[config.mk]
export PLATFORM = sky130hd
export DESIGN_NAME = timer0_core
export DESIGN_NICKNAME = d
export VERILOG_FILES = /design/src/timer0_pkg.sv /design/src/capture_edge.sv /design/src/tick_source.sv /design/src/timer0_core.sv
export SDC_FILE = /design/constraint.sdc
export NUM_CORES = 1
export LEC_CHECK = 0
export ABC_CLOCK_PERIOD_IN_PS = 1900
export BUFFER_PORTS_ARGS = -buffer_cell sky130_fd_sc_hd__buf_2
export CAP_MARGIN = 30
export CORE_MARGIN = 3
export CORE_UTILIZATION = 48
export CTS_CLUSTER_SIZE = 24
export DETAILED_ROUTE_END_ITERATION = 12
export PLACE_DENSITY_LB_ADDON = 0.12
export SLEW_MARGIN = 20
export SYNTH_ARGS = -nofsm -noshare
export SYNTH_HDL_FRONTEND = slang
export SYNTH_SLANG_ARGS = --single-unit
[constraint.sdc]
create_clock -name core_clk -period 1.9 [get_ports core_clk]
set_input_delay 0.095 -clock core_clk [delete_from_list [all_inputs] [get_ports core_clk]]
set_output_delay 0.095 -clock core_clk [all_outputs]
set_load 0.01 [all_outputs]
[src/timer0_pkg.sv]
// Constants, register map and state types of the 8-bit timer
package timer0_pkg;
    // ==========================================
    // Register indices and byte addresses
    localparam logic [7:0]  IDX_CTRL  = 8'hB2;
    localparam logic [7:0]  IDX_COUNT = 8'hB3;
    localparam logic [7:0]  IDX_DATA  = 8'hB4;
    localparam logic [7:0]  IDX_FLAGS = 8'hB5;
    localparam logic [7:0]  IDX_EDGE  = 8'hB6;
    localparam logic [11:0] ADDR_CTRL  = {2'h0, IDX_CTRL, 2'h0};
    localparam logic [11:0] ADDR_COUNT = {2'h0, IDX_COUNT, 2'h0};
    localparam logic [11:0] ADDR_DATA  = {2'h0, IDX_DATA, 2'h0};
    localparam logic [11:0] ADDR_FLAGS = {2'h0, IDX_FLAGS, 2'h0};
    localparam logic [11:0] ADDR_EDGE  = {2'h0, IDX_EDGE, 2'h0};
    // ==========================================
    // Field positions
    localparam int EN_BIT    = 7;
    localparam int MODE_LO   = 4;
    localparam int CK_LO     = 1;
    localparam int CC_BIT    = 0;
    localparam int MATCH_BIT = 0;
    localparam int OVF_BIT   = 1;
    localparam int RISE_BIT  = 0;
    localparam int FALL_BIT  = 1;
    // ==========================================
    // Reset values and codes
    localparam logic [7:0] CTRL_RST    = 8'h00;
    localparam logic [7:0] COMPARE_RST = 8'hFF;
    localparam logic [7:0] CAPTURE_RST = 8'h00;
    localparam logic [7:0] COUNT_RST   = 8'h00;
    localparam logic [7:0] COUNT_MAX   = 8'hFF;
    localparam logic [1:0] EDGE_RST    = 2'h1;
    localparam logic [1:0] MODE_TIMER  = 2'h0;
    localparam logic [1:0] MODE_PWM    = 2'h1;
    localparam logic [2:0] CK_EXT      = 3'h7;
    localparam int         PRE_W       = 11;

    typedef struct packed {
        logic       en;
        logic [1:0] mode;
        logic [2:0] cksel;
    } ctrl_t;

    typedef struct packed {
        ctrl_t       ctrl;
        logic [7:0]  compare;
        logic [7:0]  capture;
        logic [7:0]  count;
        logic        match_flag;
        logic        ovf_flag;
        logic [1:0]  edge_cfg;
        logic        toggle_out;
        logic        pwm_out;
        logic        pready;
        logic        pslverr;
        logic [31:0] prdata;
    } state_t;

    typedef struct packed {
        logic [PRE_W-1:0] div;
        logic             ext_prev;
    } tick_state_t;
endpackage
[src/capture_edge.sv]
// Edge detector for the capture trigger input
`timescale 1ns/1ns
`default_nettype none
module capture_edge (
    input  wire logic       core_clk,
    input  wire logic       rst_b,
    input  wire logic       ce,
    input  wire logic       pin,
    input  wire logic [1:0] edge_cfg,
    output logic            hit
);
    logic prev;
    logic next_prev;

    always_comb begin
        next_prev = pin;
        hit = (edge_cfg[timer0_pkg::RISE_BIT] & pin & ~prev)
            | (edge_cfg[timer0_pkg::FALL_BIT] & ~pin & prev);
    end

    always_ff @(posedge core_clk or negedge rst_b) begin
        if (!rst_b) begin
            prev <= 1'b0;
        end else if (ce) begin
            prev <= next_prev;
        end
    end
endmodule
`default_nettype wire

[src/tick_source.sv]
// Prescaler taps and external count edge for the timer
`timescale 1ns/1ns
`default_nettype none
module tick_source (
    input  wire logic       core_clk,
    input  wire logic       rst_b,
    input  wire logic       ce,
    input  wire logic       run,
    input  wire logic [2:0] cksel,
    input  wire logic       ext_pin,
    output logic            tick
);
    timer0_pkg::tick_state_t s;
    timer0_pkg::tick_state_t next_s;

    // Low bits of the divider that must all be ones for each tap
    function automatic logic [timer0_pkg::PRE_W-1:0] tap_mask(input logic [2:0] sel);
        case (sel)
            3'h0:    tap_mask = 11'h001;
            3'h1:    tap_mask = 11'h003;
            3'h2:    tap_mask = 11'h007;
            3'h3:    tap_mask = 11'h01F;
            3'h4:    tap_mask = 11'h07F;
            3'h5:    tap_mask = 11'h1FF;
            default: tap_mask = 11'h7FF;
        endcase
    endfunction

    always_comb begin
        next_s          = s;
        next_s.div      = s.div + 11'h001;
        next_s.ext_prev = ext_pin;
        if (cksel == timer0_pkg::CK_EXT) begin
            tick = run & ext_pin & ~s.ext_prev;
        end else begin
            tick = run & ((s.div & tap_mask(cksel)) == tap_mask(cksel));
        end
    end

    always_ff @(posedge core_clk or negedge rst_b) begin
        if (!rst_b) begin
            s <= '0;
        end else if (ce) begin
            s <= next_s;
        end
    end
endmodule
`default_nettype wire

[src/timer0_core.sv]
// 8-bit timer with compare, PWM and capture modes behind an APB slave
// ==========================================
`timescale 1ns/1ns
`default_nettype none
module timer0_core (
    input  wire logic        core_clk,
    input  wire logic        rst_b,
    input  wire logic        ce,
    input  wire logic        psel,
    input  wire logic        penable,
    input  wire logic        pwrite,
    input  wire logic [11:0] paddr,
    input  wire logic [31:0] pwdata,
    output logic [31:0]      prdata,
    output logic             pready,
    output logic             pslverr,
    input  wire logic        external_count_input,
    input  wire logic        capture_trigger_input,
    output logic             match_toggle_output,
    output logic             pulse_width_output,
    output logic             match_flag,
    output logic             overflow_flag
);
    timer0_pkg::state_t s;
    timer0_pkg::state_t next_s;
    logic tick;
    logic hit;
    logic access;
    logic wr;
    logic clear_req;
    logic is_timer;
    logic is_pwm;
    logic is_cap;
    logic match_set;
    logic ovf_set;
    logic match_clr;
    logic ovf_clr;
    logic [7:0] count_inc;

    // ==========================================
    // Read mux and address check
    function automatic logic mapped(input logic [11:0] a);
        mapped = (a == timer0_pkg::ADDR_CTRL) || (a == timer0_pkg::ADDR_COUNT)
              || (a == timer0_pkg::ADDR_DATA) || (a == timer0_pkg::ADDR_FLAGS)
              || (a == timer0_pkg::ADDR_EDGE);
    endfunction

    function automatic logic [7:0] read_byte(input timer0_pkg::state_t st,
                                             input logic [11:0] a);
        read_byte = 8'h00;
        if (a == timer0_pkg::ADDR_CTRL) begin
            // Clear bit always reads back zero
            read_byte = {st.ctrl.en, 1'b0, st.ctrl.mode, st.ctrl.cksel, 1'b0};
        end else if (a == timer0_pkg::ADDR_COUNT) begin
            read_byte = st.count;
        end else if (a == timer0_pkg::ADDR_DATA) begin
            read_byte = st.ctrl.mode[1] ? st.capture : st.compare;
        end else if (a == timer0_pkg::ADDR_FLAGS) begin
            read_byte = {6'h00, st.ovf_flag, st.match_flag};
        end else if (a == timer0_pkg::ADDR_EDGE) begin
            read_byte = {6'h00, st.edge_cfg};
        end
    endfunction

    // ==========================================
    // Clock source and capture edge detector
    tick_source u_tick (
        .core_clk (core_clk),
        .rst_b    (rst_b),
        .ce       (ce),
        .run      (s.ctrl.en),
        .cksel    (s.ctrl.cksel),
        .ext_pin  (external_count_input),
        .tick     (tick)
    );

    capture_edge u_edge (
        .core_clk (core_clk),
        .rst_b    (rst_b),
        .ce       (ce),
        .pin      (capture_trigger_input),
        .edge_cfg (s.edge_cfg),
        .hit      (hit)
    );

    // ==========================================
    // Bus decode
    assign access    = psel & penable & s.pready;
    assign wr        = access & pwrite;
    assign clear_req = wr && (paddr == timer0_pkg::ADDR_CTRL)
                       && pwdata[timer0_pkg::CC_BIT];
    assign is_timer  = (s.ctrl.mode == timer0_pkg::MODE_TIMER);
    assign is_pwm    = (s.ctrl.mode == timer0_pkg::MODE_PWM);
    assign is_cap    = s.ctrl.mode[1];
    assign count_inc = s.count + 8'h01;
    // Flag bank clears on a written zero
    assign match_clr = wr && (paddr == timer0_pkg::ADDR_FLAGS)
                       && !pwdata[timer0_pkg::MATCH_BIT];
    assign ovf_clr   = wr && (paddr == timer0_pkg::ADDR_FLAGS)
                       && !pwdata[timer0_pkg::OVF_BIT];

    // ==========================================
    // Next state
    always_comb begin
        next_s         = s;
        match_set      = 1'b0;
        ovf_set        = 1'b0;
        // One wait state: answer registered on the first access cycle
        next_s.pready  = psel & penable & ~s.pready;
        next_s.pslverr = psel & penable & ~s.pready & ~mapped(paddr);
        next_s.prdata  = 32'h0000_0000;
        if (psel && penable && !s.pready) begin
            next_s.prdata = {24'h00_0000, read_byte(s, paddr)};
        end

        if (wr && (paddr == timer0_pkg::ADDR_CTRL)) begin
            next_s.ctrl.en    = pwdata[timer0_pkg::EN_BIT];
            next_s.ctrl.mode  = pwdata[timer0_pkg::MODE_LO +: 2];
            next_s.ctrl.cksel = pwdata[timer0_pkg::CK_LO +: 3];
        end
        if (wr && (paddr == timer0_pkg::ADDR_DATA)) begin
            next_s.compare = pwdata[7:0];
        end
        if (wr && (paddr == timer0_pkg::ADDR_EDGE)) begin
            next_s.edge_cfg = pwdata[1:0];
        end

        if (clear_req) begin
            next_s.count = 8'h00;
        end else if (s.ctrl.en && tick) begin
            if (is_pwm) begin
                next_s.count = count_inc;
                if (s.count == timer0_pkg::COUNT_MAX) begin
                    ovf_set = 1'b1;
                    next_s.pwm_out = 1'b1;
                end
                if (count_inc == s.compare) begin
                    match_set = 1'b1;
                    next_s.pwm_out = 1'b0;
                end
            end else if (s.count == s.compare) begin
                next_s.count = 8'h00;
                match_set = 1'b1;
                if (is_timer) begin
                    next_s.toggle_out = ~s.toggle_out;
                end
            end else begin
                next_s.count = count_inc;
            end
        end
        if (!is_pwm) begin
            next_s.pwm_out = 1'b0;
        end

        if (s.ctrl.en && is_cap && hit) begin
            next_s.capture = s.count;
        end

        // Set wins over a clear in the same cycle
        next_s.match_flag = (s.match_flag & ~match_clr) | match_set;
        next_s.ovf_flag   = (s.ovf_flag & ~ovf_clr) | ovf_set;
    end

    always_ff @(posedge core_clk or negedge rst_b) begin
        if (!rst_b) begin
            s            <= '0;
            s.ctrl.en    <= timer0_pkg::CTRL_RST[timer0_pkg::EN_BIT];
            s.ctrl.mode  <= timer0_pkg::CTRL_RST[timer0_pkg::MODE_LO +: 2];
            s.ctrl.cksel <= timer0_pkg::CTRL_RST[timer0_pkg::CK_LO +: 3];
            s.compare    <= timer0_pkg::COMPARE_RST;
            s.capture    <= timer0_pkg::CAPTURE_RST;
            s.count      <= timer0_pkg::COUNT_RST;
            s.edge_cfg   <= timer0_pkg::EDGE_RST;
        end else if (ce) begin
            s <= next_s;
        end
    end

    // ==========================================
    // Outputs
    assign prdata              = s.prdata;
    assign pready              = s.pready;
    assign pslverr             = s.pslverr;
    assign match_toggle_output = s.toggle_out;
    assign pulse_width_output  = s.pwm_out;
    assign match_flag          = s.match_flag;
    assign overflow_flag       = s.ovf_flag;
endmodule
`default_nettype wire

==> impl_metrics.tcl <==
set metrics [dict create \
    outcome "finished with violations" \
    violations "setup timing" \
    startpoint_type "flip-flop" \
    cts_max_path_buffers 2 \
    syn_avg_cell_area_um2 10.10 \
    drt-initial-drc-count 91 \
    n_fill_cell 575 \
    layout-drive-gt1-share_pct 41.26 \
    dieArea_um2 8338 \
    synth_top_family_by_area "simple AND/OR/NAND/NOR gates" \
    dr.pass1.iters 4 \
    synth_top_area_cell "dfrtp_1" \
    cts.htree.levels 3 \
    cap_viol_max_count 0 \
    worstReg2RegEnd "s[45]$_DFFE_PN0P_" \
    cts-buffers-inserted 9 \
    ys_seq_elements 59 \
    rows 30 \
    p_per_area_nw_per_um2 679.9 \
    grt_pass1_vias 2857 \
    async_flop_share_pct 100.0 \
    yosysUniqueCellTypes 52 \
    worst_slack_ns -0.03117 \
    synth_simple_gate_area_share_pct 16.48 \
    synthMuxAreaShare_pct 12.11 \
    p_leak_nw 2.047 \
    hp-start "capture_trigger_input" \
    ant_nets 0 \
    skew_ns 0.01437 \
    rr_worst_depth 8 \
    drc_errors 0 \
    max_stage_delay_ns 0.45 \
    synth_edf_count 0 \
    start_util_pct 50.58 \
    grt_max_degree 60 \
    synth_cells 346 \
    worstPathCellList "inv_2, ha_4, o211ai_1, a221oi_2, o2111ai_2, a21bo_2, nand2b_4, o41ai_2" \
    cts_sinks 59 \
    vias 2817 \
    critical_path_class "reg -> reg" \
    placed_cells 507 \
    cp_max_fo 4 \
    grt.overflow.total 0 \
    synth_flop_cell "dfrtp_1" \
    netlist_area_um2 3493 \
    hold_path_end "u_edge.prev$_DFFE_PN0P_" \
    rr_startpoint "s[66]$_DFFE_PN0P_" \
    min_period_over_period_pct 101.6 \
    core_um2 6907 \
    clockRootBuffer "clkbuf_8" \
    r2r_setup_slack_ns -0.03 \
    grt_setup_unrepaired "yes" \
    wl_per_cell_um 15.91 \
    cp.required_ns 2.14 \
    total_power_mw 3.061 \
    max-vdd-ir-drop_mv 0.4870 \
    period_needed_ns 1.931 \
    clock.fmax_ghz 0.5178 \
    pre_cts_ws_ns -0.1099 \
    crit_arrival_ns 2.17 \
    synth.most_common_cell "dfrtp_1" \
    yosysSeqAreaShare_pct 42.59 \
    setup_viol 6 \
    maxSlewViolCount 0 \
    cp_slowest_cell "dfrtp_2" \
    die_x_um 91.31 \
    finalSetupTns_ns -0.1104 \
    yosys_warnings 0 \
    via_per_inst 5.197 \
    worstHoldPathType "in -> reg" \
    die_h_um 91.31 \
    final-hold-violation-count 0 \
    syn_to_final_growth_pct 28.87 \
    final-instance-count-excl-fill 542 \
    synth-compound-area-share_pct 10.10 \
    synth_top_area_share_pct 35.82 \
    diodes 0 \
    end_kind "flip-flop" \
    grt_pass1_wl_mm 13.52 \
    synthAdderAreaFrac_pct 1.791 \
    finalWirelength_mm 8.621 \
    gp_congestion 0.8757 \
    ys_top_cells_by_count "dfrtp_1 (50), buf_4 (33), nand2_1 (31), mux2_2 (26), o21ai_0 (24)" \
    holdPathStages 2 \
    num-nets-final 498 \
    port_buffers 41 \
    cts.clk_slew.worst_paths_ns 0.07 \
    yosys-top-cells-area "dfrtp_1 (36%), mux2_2 (8.4%), buf_4 (7.1%)" \
    antenna_found_initial 0 \
    pin_count 90 \
    synth-xor-area-share_pct 6.769 \
    track_usage_pct 20.65 \
    clk_latency_ns 0.36 \
    cts_tree "done" \
    dpl.hpwl_mm 6.065 \
]
[area by class of cell]
type                    instances  area (um^2)  area share [%]
flip-flops and latches         59         1490           33.10
clock buffers                   9        123.9           2.752
multi-input cells             251         1903           42.27
clock inverters                 7        78.83           1.751
well taps                      96        120.1           2.668
inverters                      16        60.06           1.334
repair buffers                104        725.7           16.12
[worst max path at each step]
| stage | startpoint | end | slack, ns |
|---|---|---|---|
| 5_1_grt | s[43]$_DFFE_PN0P_ | pulse_width_output$_DFFE_PN0P_ | -0.10 |
| 2_1_floorplan | s[40]$_DFFE_PN0P_ | pulse_width_output$_DFFE_PN0P_ | 0.06 |
| 3_5_place_dp | s[66]$_DFFE_PN0P_ | s[45]$_DFFE_PN0P_ | -0.11 |
| 6_report | s[66]$_DFFE_PN0P_ | s[45]$_DFFE_PN0P_ | -0.03 |
| 3_3_place_gp | s[66]$_DFFE_PN0P_ | s[45]$_DFFE_PN0P_ | -0.05 |
| 4_1_cts | s[65]$_DFFE_PN0P_ | s[43]$_DFFE_PN0P_ | -0.02 |
[routing by layer]
metal	share of wire [%]	track usage (%)
met2	47	32.37
met1	47	28.00
met3	4.1	3.563
met4	1.6	9.171
met5	0	0
[through the flow]
| step | util (%) | instance area, um^2 | hold WS [ns] |
|---|---|---|---|
| global route | 65.18 | 4502 | 0.008862 |
| CTS | 62.25 | 4299 | 0.007843 |
| global placement | 57.28 | 3956 | 0.1260 |
| detailed placement | 57.28 | 3956 | 0.1264 |
| finish | 65.18 | 4502 | 0.02396 |
| floorplan | - | 3580 | -0.2006 |
[registers in the layout, indices dropped and copies added (netlist names)]
signal               count
prdata                   8
pready                   1
s                       31
pulse_width_output       1
overflow_flag            1
u_edge.prev              1
pslverr                  1
match_flag               1
match_toggle_output      1
u_tick.s                12
is_cap                   1
[critical path, delay by kind of cell, from the launching register on]
kind / cells / cell delay (ns)
flip-flops: 1 / 0.45
AO/OA/AOI/OAI: 5 / 0.98
adder cells (fa/ha/maj): 1 / 0.13
AND/OR/NAND/NOR: 1 / 0.18
buffers and inverters: 1 / 0.10
[what timing repair did]
action | CTS | global route
resized for setup | 11 | 33
hold endpoints to repair | 62 | 0
hold buffers | 8 | 0
setup endpoints to repair | 7 | 9
buffers inserted | 7 | 4
pin swaps | 3 | 15
gates cloned | 0 | 0
[logic make-up (layout without fill, tap and decap cells)]
family                     count (synthesis)  in the layout
and+or+nand+nor                          101            101
other                                      1             24
adders and majority gates                  5              5
AOI/OAI and AO/OA                         55             55
buffers and inverters                     59            136
muxes                                     39             39
xor gates and xnor gates                  27             27
DFF                                       59             59
[layout by cell type (no fill, tap or decap), types with 9 or more instances in the layout]
cell | Yosys | routed
nand3_1 | 11 | 11
xnor2_1 | 18 | 15
inv_1 | 16 | 14
o21ai_0 | 24 | 18
dfstp_2 | 9 | 9
buf_4 | 33 | 50
nor2_1 | 12 | 10
mux2_2 | 26 | 26
clkbuf_8 | 0 | 9
mux2i_1 | 13 | 13
conb_1 | 1 | 24
o22ai_1 | 10 | 9
buf_2 | 5 | 41
nand2_1 | 31 | 31
dfrtp_1 | 50 | 48
[power by group]
part | switching, mW | leakage (nW) | internal, mW | total (mW)
clock network | 0.560 | 0.0916 | 0.610 | 1.17
logic | 0.232 | 1.21 | 0.223 | 0.455
registers | 0.0902 | 0.744 | 1.35 | 1.44
(Power assumes the default switching activity.)
